<file path="src/logic/pbm_pkg.sv">
// package: register map, field positions and reset values of the loop control block
package pbm_pkg;
   // ---------------------------------------------------------------
   // register byte addresses
   // ---------------------------------------------------------------
   localparam logic [7:0] PBM_OFS_LOOP_CTRL = 8'h00; // loop_control_reg
   localparam logic [7:0] PBM_OFS_BW_CTRL = 8'h04; // bandwidth_control_reg
   localparam logic [7:0] PBM_OFS_MUL_HIGH = 8'h08; // feedback_multiplier_high
   localparam logic [7:0] PBM_OFS_MUL_LOW = 8'h0C; // feedback_multiplier_low
   localparam logic [7:0] PBM_OFS_VCO_RANGE = 8'h10; // vco_range_select
   localparam int PBM_ADDR_W = 8; // decoded address bits
   // ---------------------------------------------------------------
   // field positions
   // ---------------------------------------------------------------
   localparam int PBM_BIT_IRQ_EN = 7; // loop_change_irq_enable
   localparam int PBM_BIT_FLAG = 6; // loop_change_flag
   localparam int PBM_BIT_PWR_ON = 5; // loop_power_on
   localparam int PBM_BIT_BCS = 4; // base_clock_source
   localparam int PBM_BIT_VPR_HI = 1; // power-of-two range, top bit
   localparam int PBM_BIT_AUTO = 7; // automatic bandwidth control
   localparam int PBM_BIT_LOCK = 6; // lock indicator
   localparam int PBM_BIT_ACQ = 5; // acquire_track_bit
   // ---------------------------------------------------------------
   // reset values
   // ---------------------------------------------------------------
   localparam logic [11:0] PBM_RST_MUL = 12'h040; // feedback multiply of 64
   localparam logic [7:0] PBM_RST_VRS = 8'h40; // range multiply of 64
   localparam logic PBM_RST_PWR_ON = 1'b1; // loop on out of reset
   localparam logic PBM_RST_ACQ = 1'b0; // acquisition mode
   localparam logic [11:0] PBM_MUL_ONE = 12'h001; // zero behaves as one
   // ---------------------------------------------------------------
   // bus responses
   // ---------------------------------------------------------------
   localparam logic [1:0] PBM_RESP_OKAY = 2'h0;
   localparam logic [1:0] PBM_RESP_SLVERR = 2'h2;
endpackage : pbm_pkg

</file>
<file path="src/logic/pbm_ctrl.sv">
// module: loop bandwidth, multiplier and range control with an AXI4-Lite register port
//
// Design decisions made here: the AXI4-Lite register port and the address map.
`timescale 1ns/100ps
module pbm_ctrl (
   input wire logic clock,
   input wire logic arst_n,
   input wire logic clk_en,
   input wire logic s_axi_awvalid,
   output logic s_axi_awready,
   input wire logic [pbm_pkg::PBM_ADDR_W-1:0] s_axi_awaddr,
   input wire logic s_axi_wvalid,
   output logic s_axi_wready,
   input wire logic [31:0] s_axi_wdata,
   input wire logic [3:0] s_axi_wstrb,
   output logic s_axi_bvalid,
   input wire logic s_axi_bready,
   output logic [1:0] s_axi_bresp,
   input wire logic s_axi_arvalid,
   output logic s_axi_arready,
   input wire logic [pbm_pkg::PBM_ADDR_W-1:0] s_axi_araddr,
   output logic s_axi_rvalid,
   input wire logic s_axi_rready,
   output logic [31:0] s_axi_rdata,
   output logic [1:0] s_axi_rresp,
   input wire logic loop_lock_in,
   input wire logic loop_track_in,
   input wire logic wait_mode,
   input wire logic stop_mode,
   input wire logic osc_run_in_stop,
   input wire logic break_active,
   input wire logic break_clear_enable,
   output logic osc_enable,
   output logic loop_enable,
   output logic vco_select,
   output logic crystal_clock_en,
   output logic base_clock_out_en,
   output logic clockgen_irq,
   output logic force_track,
   output logic bandwidth_auto,
   output logic [11:0] feedback_divider,
   output logic [7:0] vco_range_field,
   output logic [1:0] vco_power_range
);
   import pbm_pkg::*;

   // ---------------------------------------------------------------
   // state
   // ---------------------------------------------------------------
   logic irq_en_r; // loop_change_irq_enable
   logic flag_r; // loop_change_flag
   logic pwr_on_r; // loop_power_on
   logic bcs_r; // base_clock_source
   logic [1:0] vpr_r; // power-of-two range
   logic auto_r; // automatic bandwidth control
   logic acq_man_r; // hidden manual acquire/track value
   logic lock_prev_r; // lock level last cycle
   logic [11:0] mul_r; // feedback_divider_high and _low
   logic [7:0] vrs_r; // vco_range_field
   logic aw_full_r; // write address held
   logic w_full_r; // write data held
   logic [PBM_ADDR_W-1:0] aw_addr_r;
   logic [31:0] w_data_r;
   logic w_lane0_r; // low byte lane enabled
   logic bvalid_r;
   logic [1:0] bresp_r;
   logic rvalid_r;
   logic [31:0] rdata_r;
   logic [1:0] rresp_r;

   // ---------------------------------------------------------------
   // decode and derived terms
   // ---------------------------------------------------------------
   logic wr_fire; // write performed this cycle
   logic rd_fire; // read address taken this cycle
   logic wr_en; // write of low byte lane
   logic vrs_zero; // range programmed as zero
   logic stop_all; // stop with oscillator stopped
   logic lock_ind; // lock indicator as software sees it
   logic lock_toggle; // lock level changed in auto mode
   logic flag_clr; // read clears the flag
   logic acq_read; // acquire/track as read
   logic [7:0] loop_control_reg_val;
   logic [7:0] bandwidth_control_reg_val;
   logic [7:0] rd_byte;
   logic rd_hit;
   logic wr_hit;

   assign wr_fire = clk_en && aw_full_r && w_full_r && !bvalid_r;
   assign rd_fire = clk_en && s_axi_arvalid && !rvalid_r;
   assign wr_en = wr_fire && w_lane0_r;
   assign vrs_zero = (vrs_r == 8'h00);
   assign stop_all = stop_mode && !osc_run_in_stop;
   assign lock_ind = auto_r && loop_lock_in;
   assign lock_toggle = auto_r && (loop_lock_in != lock_prev_r);
   // a read during break only clears when break clearing is allowed
   assign flag_clr = rd_fire && (s_axi_araddr == PBM_OFS_LOOP_CTRL)
                     && (!break_active || break_clear_enable);
   assign acq_read = auto_r ? loop_track_in : acq_man_r;

   // ---------------------------------------------------------------
   // write channel
   // ---------------------------------------------------------------
   // hold address and data separately so they may come in either order
   always_ff @(posedge clock or negedge arst_n) begin
      if (!arst_n) begin
         aw_full_r <= 1'b0;
         aw_addr_r <= '0;
      end else if (clk_en) begin
         if (s_axi_awvalid && s_axi_awready) begin
            aw_full_r <= 1'b1;
            aw_addr_r <= s_axi_awaddr;
         end else if (wr_fire) begin
            aw_full_r <= 1'b0;
         end
      end
   end

   // data and lane enable of the pending write
   always_ff @(posedge clock or negedge arst_n) begin
      if (!arst_n) begin
         w_full_r <= 1'b0;
         w_data_r <= '0;
         w_lane0_r <= 1'b0;
      end else if (clk_en) begin
         if (s_axi_wvalid && s_axi_wready) begin
            w_full_r <= 1'b1;
            w_data_r <= s_axi_wdata;
            w_lane0_r <= s_axi_wstrb[0];
         end else if (wr_fire) begin
            w_full_r <= 1'b0;
         end
      end
   end

   assign s_axi_awready = clk_en && !aw_full_r;
   assign s_axi_wready = clk_en && !w_full_r;

   // address decode of the pending write
   always_comb begin
      unique case (aw_addr_r)
         PBM_OFS_LOOP_CTRL, PBM_OFS_BW_CTRL, PBM_OFS_MUL_HIGH,
         PBM_OFS_MUL_LOW, PBM_OFS_VCO_RANGE: wr_hit = 1'b1;
         default: wr_hit = 1'b0;
      endcase
   end

   // write response, one cycle after both halves are held
   always_ff @(posedge clock or negedge arst_n) begin
      if (!arst_n) begin
         bvalid_r <= 1'b0;
         bresp_r <= PBM_RESP_OKAY;
      end else if (clk_en) begin
         if (wr_fire) begin
            bvalid_r <= 1'b1;
            bresp_r <= wr_hit ? PBM_RESP_OKAY : PBM_RESP_SLVERR;
         end else if (s_axi_bready) begin
            bvalid_r <= 1'b0;
         end
      end
   end

   assign s_axi_bvalid = bvalid_r;
   assign s_axi_bresp = bresp_r;

   // ---------------------------------------------------------------
   // read channel
   // ---------------------------------------------------------------
   // loop control view: unused bits read zero
   always_comb begin
      loop_control_reg_val = 8'h00;
      loop_control_reg_val[PBM_BIT_IRQ_EN] = irq_en_r;
      loop_control_reg_val[PBM_BIT_FLAG] = flag_r && auto_r;
      loop_control_reg_val[PBM_BIT_PWR_ON] = pwr_on_r;
      loop_control_reg_val[PBM_BIT_BCS] = bcs_r;
      loop_control_reg_val[PBM_BIT_VPR_HI:0] = vpr_r;
      bandwidth_control_reg_val = 8'h00;
      bandwidth_control_reg_val[PBM_BIT_AUTO] = auto_r;
      bandwidth_control_reg_val[PBM_BIT_LOCK] = lock_ind;
      bandwidth_control_reg_val[PBM_BIT_ACQ] = acq_read;
   end

   // read mux over the map
   always_comb begin
      rd_hit = 1'b1;
      unique case (s_axi_araddr)
         PBM_OFS_LOOP_CTRL: rd_byte = loop_control_reg_val;
         PBM_OFS_BW_CTRL: rd_byte = bandwidth_control_reg_val;
         PBM_OFS_MUL_HIGH: rd_byte = {4'h0, mul_r[11:8]};
         PBM_OFS_MUL_LOW: rd_byte = mul_r[7:0];
         PBM_OFS_VCO_RANGE: rd_byte = vrs_r;
         default: begin
            rd_byte = 8'h00;
            rd_hit = 1'b0;
         end
      endcase
   end

   // read data registered one cycle after the address is taken
   always_ff @(posedge clock or negedge arst_n) begin
      if (!arst_n) begin
         rvalid_r <= 1'b0;
         rdata_r <= '0;
         rresp_r <= PBM_RESP_OKAY;
      end else if (clk_en) begin
         if (rd_fire) begin
            rvalid_r <= 1'b1;
            rdata_r <= {24'h000000, rd_byte};
            rresp_r <= rd_hit ? PBM_RESP_OKAY : PBM_RESP_SLVERR;
         end else if (s_axi_rready) begin
            rvalid_r <= 1'b0;
         end
      end
   end

   assign s_axi_arready = clk_en && !rvalid_r;
   assign s_axi_rvalid = rvalid_r;
   assign s_axi_rdata = rdata_r;
   assign s_axi_rresp = rresp_r;

   // ---------------------------------------------------------------
   // loop control register
   // ---------------------------------------------------------------
   // power-on and source bits guard each other against an unclocked base
   always_ff @(posedge clock or negedge arst_n) begin
      if (!arst_n) begin
         pwr_on_r <= PBM_RST_PWR_ON;
         bcs_r <= 1'b0;
         vpr_r <= 2'h0;
         irq_en_r <= 1'b0;
      end else if (clk_en) begin
         if (wr_en && aw_addr_r == PBM_OFS_LOOP_CTRL) begin
            pwr_on_r <= w_data_r[PBM_BIT_PWR_ON] || bcs_r;
            // source only set with loop already on and range nonzero
            bcs_r <= w_data_r[PBM_BIT_BCS] && pwr_on_r && !vrs_zero;
            if (!pwr_on_r) begin
               vpr_r <= w_data_r[PBM_BIT_VPR_HI:0];
            end
            irq_en_r <= w_data_r[PBM_BIT_IRQ_EN] && auto_r;
         end else if (vrs_zero) begin
            bcs_r <= 1'b0;
         end
         if (!auto_r) begin
            irq_en_r <= 1'b0;
         end
      end
   end

   // change flag: a lock change in the clear cycle wins over the clear
   always_ff @(posedge clock or negedge arst_n) begin
      if (!arst_n) begin
         flag_r <= 1'b0;
         lock_prev_r <= 1'b0;
      end else if (clk_en) begin
         lock_prev_r <= loop_lock_in;
         if (!auto_r) begin
            flag_r <= 1'b0;
         end else if (lock_toggle) begin
            flag_r <= 1'b1;
         end else if (flag_clr) begin
            flag_r <= 1'b0;
         end
      end
   end

   // ---------------------------------------------------------------
   // bandwidth control register
   // ---------------------------------------------------------------
   // manual value only moves in manual mode, so it survives auto mode
   always_ff @(posedge clock or negedge arst_n) begin
      if (!arst_n) begin
         auto_r <= 1'b0;
         acq_man_r <= PBM_RST_ACQ;
      end else if (clk_en) begin
         if (wr_en && aw_addr_r == PBM_OFS_BW_CTRL) begin
            auto_r <= w_data_r[PBM_BIT_AUTO];
            if (!auto_r) begin
               acq_man_r <= w_data_r[PBM_BIT_ACQ];
            end
         end
      end
   end

   // ---------------------------------------------------------------
   // multiplier and range registers
   // ---------------------------------------------------------------
   // both locked while the loop is on
   always_ff @(posedge clock or negedge arst_n) begin
      if (!arst_n) begin
         mul_r <= PBM_RST_MUL;
         vrs_r <= PBM_RST_VRS;
      end else if (clk_en) begin
         if (wr_en && !pwr_on_r) begin
            if (aw_addr_r == PBM_OFS_MUL_HIGH) begin
               mul_r[11:8] <= w_data_r[3:0];
            end
            if (aw_addr_r == PBM_OFS_MUL_LOW) begin
               mul_r[7:0] <= w_data_r[7:0];
            end
            if (aw_addr_r == PBM_OFS_VCO_RANGE) begin
               vrs_r <= w_data_r[7:0];
            end
         end
      end
   end

   // ---------------------------------------------------------------
   // outputs to the analog loop and clock tree
   // ---------------------------------------------------------------
   // wait state has no term here: the block runs on unchanged
   assign feedback_divider = (mul_r == 12'h000) ? PBM_MUL_ONE : mul_r;
   assign vco_range_field = vrs_r;
   assign vco_power_range = vpr_r;
   assign loop_enable = pwr_on_r && !vrs_zero && !stop_mode;
   assign osc_enable = !stop_all;
   assign crystal_clock_en = !stop_all;
   assign base_clock_out_en = !stop_all;
   assign vco_select = bcs_r;
   assign force_track = acq_man_r;
   assign bandwidth_auto = auto_r;
   assign clockgen_irq = flag_r && irq_en_r && auto_r && !stop_all;
endmodule : pbm_ctrl

</file>
<file path="config.mk">
export PLATFORM = sky130hd
export DESIGN_NAME = pbm_ctrl
export DESIGN_NICKNAME = d
export VERILOG_FILES = /design/src/logic/pbm_pkg.sv /design/src/logic/pbm_ctrl.sv
export SDC_FILE = /design/constraint.sdc
export NUM_CORES = 1
export LEC_CHECK = 0
export ABC_AREA = 1
export BUFFER_PORTS_ARGS = -buffer_cell sky130_fd_sc_hd__buf_4
export CAP_MARGIN = 30
export CORE_ASPECT_RATIO = 0.75
export CORE_MARGIN = 8
export CORE_UTILIZATION = 51
export DETAILED_ROUTE_END_ITERATION = 12
export PLACE_DENSITY = 0.95
export SLEW_MARGIN = 20
export SYNTH_ARGS = -nofsm -noshare
export SYNTH_HDL_FRONTEND = slang
export SYNTH_SLANG_ARGS = --single-unit
</file>
<file path="constraint.sdc">
create_clock -name clock -period 3.6 [get_ports clock]
set_clock_uncertainty 0.05 [all_clocks]
set_input_delay 0.36 -clock clock [delete_from_list [all_inputs] [get_ports clock]]
set_output_delay 0.36 -clock clock [all_outputs]
set_load 0.01 [all_outputs]
</file>
Word level (Yosys, flattened, before mapping)
Index checks and enable logic that the tools add are counted.

Eq/ne operators: 11. Multiplexer cells: 21. Bitwise logic cells: 2. Reduce and logical (&&, ||, !) cells: 69.

Operator list (count): 8-bit one-hot mux with 5 select lines (1); 8-bit by 4-bit == test with 1-bit output, second input constant (4); 1-bit logical AND (28); 2-bit AND reduction (13); 8-bit zero test (3); 1-bit 2-to-1 mux (17); 8-bit by 3-bit == test with 1-bit output, second input constant (2); 8-bit by 5-bit == test with 1-bit output, second input constant (2); 3-bit AND reduction (5); 12-bit zero test (1); 12-bit 2-to-1 mux (1); 1-bit zero test (10); 2-bit nonzero test (5); 5-bit OR reduction (2); 2-bit 2-to-1 mux (2); 3-bit by 1-bit inequality test with 1-bit output, second input constant (1); 1-bit logical OR (2); 2-bit by 1-bit inequality test with 1-bit output, second input constant (1); 1-bit NOT (2); 1-bit inequality test (1).

Flip-flop bits (word level): 62. Input port bits: 67. Output and inout bits: 71.

Logic depth before layout (Yosys ltp)
Depth after elaboration: 7. Gate-level depth with buffers: 9.

Least setup slack after synthesis
Ideal clock, no wire load.

Kind: input-to-reg. From: input port clk_en. To: register aw_addr_r[6]. Arrival time: 1.244 ns. Setup slack: 2.178 ns. Stages: 6. Buffers on the path: 2. Path through: buf_6 > inv_2 > nor2_2 > nand2_2 > buf_2 > mux2_1.

Word-level cells in the longest chain between the ends: 3.

RTL lines: start, declared (RTL line pbm_ctrl.sv:8) `input wire logic clk_en,`; 1-bit logical AND (RTL line pbm_ctrl.sv:136) `assign s_axi_awready = clk_en && !aw_full_r;`; named net s_axi_awready (RTL line pbm_ctrl.sv:10) `output logic s_axi_awready,`; 1-bit logical AND (RTL line pbm_ctrl.sv:110) `if (s_axi_awvalid && s_axi_awready) begin`; 2-bit AND reduction (no line); end signal, assigned (RTL line pbm_ctrl.sv:112) `aw_addr_r <= s_axi_awaddr;`; end, declared (RTL line pbm_ctrl.sv:62) `logic [PBM_ADDR_W-1:0] aw_addr_r;`.

The timed path passes the listed nets, and every way through them passes these cells. A chain may end at the register's enable or synchronous reset.

Worst setup path after layout
From: register vrs_r[2] (netlist: vco_range_field[2]). To: output port loop_enable.

Word-level cells in the longest chain between the ends: 4.

RTL lines: start, declared (RTL line pbm_ctrl.sv:59) `logic [7:0] vrs_r;`; start signal, assigned (RTL line pbm_ctrl.sv:301) `vrs_r <= w_data_r[7:0];`; 8-bit zero test (RTL line pbm_ctrl.sv:92) `assign vrs_zero = (vrs_r == 8'h00);`; 1-bit zero test (RTL line pbm_ctrl.sv:314) `assign loop_enable = pwr_on_r && !vrs_zero && !stop_mode;`; 1-bit logical AND (2 in a row) (RTL line pbm_ctrl.sv:314); end, declared (RTL line pbm_ctrl.sv:34) `output logic loop_enable,`.

Every way passes these cells.

==> impl_metrics.tcl <==
set metrics [dict create \
    cp.arrival_ns 1.43 \
    p_switching_uw 676.3 \
    die_h_um 84.12 \
    grt_pass1_vias 2743 \
    cts_inserted_buffers 9 \
    drv_cap 0 \
    netlist_area_um2 3156 \
    ctsResizeCount 0 \
    port_buffers 83 \
    multi_input_area_um2 1310 \
    overflow 0 \
    nets 536 \
    remaining_drc_errors 0 \
    grt_pass1_wl_um 13450 \
    finalInstanceArea_um2 3850 \
    ys_warn_count 0 \
    switching_share_pct 34.25 \
    core_area_um2 5886 \
    fin_util_pct 65.41 \
    seq_area_frac_synth_pct 47.70 \
    rsz0062_at_grt "no" \
    cts_root_buffer "clkbuf_8" \
    power_density_nw_per_um2 512.9 \
    antenna_found_initial 0 \
    p_seq_share_pct 48.3 \
    internal_power_mw 1.298 \
    seqCellArea_um2 1505 \
    drt-total-wl_um 8479 \
    synthDistinctLibCells 30 \
    syn_area_per_cell_um2 7.989 \
    die_area_um2 8987 \
    antennaDiodeCount 0 \
    ant_nets 0 \
    required_ns 3.19 \
    cp-end-kind "output pin" \
    htree_levels 3 \
    ctsHoldBuffers 0 \
    hp-class "in -> async" \
    path_class "reg -> out" \
    clock-sinks 60 \
    ir_drop_mv 0.3417 \
    worstMarginPinSlew_ns 0.7480 \
    drtPass1Iterations 5 \
    worst_slack_ns 1.757 \
    finalSetupViolations 0 \
    grtUsageTotal_pct 18.58 \
    path_max_fanout 4 \
    nFillCells 494 \
    dr_total_vias 2801 \
    ys_seq_elements 60 \
    period_share_pct 51.19 \
    drv_slew 0 \
    fin_tns_setup_ns 0 \
    cts_tree "yes" \
    p_leak_nw 2.067 \
    clkTransAtPathRegs_ns 0.06 \
    hold_viol_final 0 \
    fin_cells 552 \
    insertion_delay_ns 0.34 \
    grt_max_degree 61 \
    cts_setup_buffers 0 \
    ios 138 \
    finalCriticalPeriod_ns 1.843 \
    relSlewSlack_pct 50.13 \
    start_kind "flip-flop" \
    gp_congestion 0.8590 \
    post-place-cells 536 \
    final_common_cell "nand2_1" \
    hpwl_um 6403 \
    dpl-instance-area_um2 3677 \
    routed_via_density 5.074 \
    holdWs_ns 0.02314 \
    syn2layout_area_growth_pct 22.01 \
    fp.dieW_um 106.8 \
    initial_core_util_pct 53.61 \
    status "finished, final reports clean" \
    layout-drive-gt1-share_pct 26.37 \
    pwr-share-comb_pct 24.6 \
    placementRows 24 \
    dr.first_iter.drc_count 254 \
    drt-wirelength-per-cell_um 15.36 \
    power_frac_clock_pct 27.1 \
    dp_worst_setup_slack_ns 1.884 \
    clockBufferDepth 2 \
    synth_top_area_share_pct 45.20 \
    total_power_mw 1.975 \
    synth_area_leader_cell "dfrtp_1" \
    layout_common_cells "116 x nand2_1, 83 x buf_4, 57 x dfrtp_1" \
    max_freq_ghz 0.5426 \
    synthesis.instances 395 \
    ys_top_cells_by_area "dfrtp_1 45%, nand2_1 14%, buf_4 6.7%, nor2_1 4.8%, nand3_1 4.3%" \
]
[synth_stat cells]
master    instances
nand2_1         116
dfrtp_1          57
nor2_1           40
inv_1            34
buf_4            28
nand3_1          27
a21oi_1          14
clkbuf_1         12
o21ai_0          10
nand4_1           9
o21ai_2           7
mux2_2            4
nor2_4            4
nor3_1            4
buf_2             3
dfstp_2           3
nand2_2           3
nor4_1            3
buf_6             2
inv_2             2
nand2_4           2
nor2_2            2
o31ai_1           2
a21boi_0          1
conb_1            1
inv_4             1
mux2_1            1
nand4_4           1
o211ai_1          1
xnor2_1           1
[critical path, cell delays in order (launching register included)]
cell and delay, ns:
dfrtp_1 0.45, nor2_1 0.14, nand2_1 0.08, nor2_1 0.21
nor3_1 0.07, buf_4 0.15
[state kept, by name, summed over array words and instances, names as in the netlist, 2 cells and up]
| signal | cells |
|---|---|
| s_axi_rdata | 8 |
| mul_r | 12 |
| vco_power_range | 2 |
| aw_addr_r | 8 |
| w_data_r | 8 |
| vco_range_field | 8 |
[layer usage]
metal / GRT usage (%) / share of wire (%)
met2: 29.80 / 47
met4: 4.204 / 0.84
met1: 23.08 / 42
met3: 7.099 / 10
met5: 0 / 0
[cells by family (layout without fill, tap and decap cells)]
family | Yosys count | count (layout) | synth area share, %
other cells | 1 | 26 | 0.1188
buf+inv | 82 | 136 | 13.76
mux | 5 | 5 | 1.784
simple gates | 211 | 211 | 29.66
flops | 60 | 60 | 47.70
xor+xnor | 1 | 1 | 0.2776
compound gates | 35 | 35 | 6.701
[power groups by stage]
| stage | clock network (mW) | registers [mW] | logic [mW] |
|---|---|---|---|
| 2_1_floorplan | 0 | 0.928 | 0.324 |
| 3_3_place_gp | 0 | 0.948 | 0.454 |
| 3_5_place_dp | 0 | 0.959 | 0.479 |
| 4_1_cts | 0.545 | 0.947 | 0.489 |
| 5_1_grt | 0.572 | 0.964 | 0.539 |
| 6_report | 0.534 | 0.955 | 0.486 |
[final timing paths]
kind / from / slack [ns] / endpoint / cells after the start
setup / recovery: vco_range_field[2]$_DFFE_PN0P_ / 1.76 / loop_enable / 5
hold / removal: arst_n / 0.02 / s_axi_rdata[1]$_DFFE_PN0P_ / 1
setup reg to reg: aw_addr_r[6]$_DFFE_PN0P_ / 2.01 / mul_r[1]$_DFFE_PN0P_ / 8
hold reg to reg: s_axi_rdata[3]$_DFFE_PN0P_ / 0.44 / s_axi_rdata[3]$_DFFE_PN0P_ / 2
max in group asynchronous: arst_n / 2.97 / vco_range_field[3]$_DFFE_PN0P_ / 1
min in group clock: s_axi_awaddr[6] / 0.18 / aw_addr_r[6]$_DFFE_PN0P_ / 2
[final cells by class]
class,count,share of cell area [%]
multi-input combinational,278,34.03
clock buffer,14,4.225
sequential,60,39.10
tap,78,2.535
inverter,37,3.672
timing repair buffer,83,16.18
clock inverter,2,0.2600
Power figures use the tool's default switching activity.
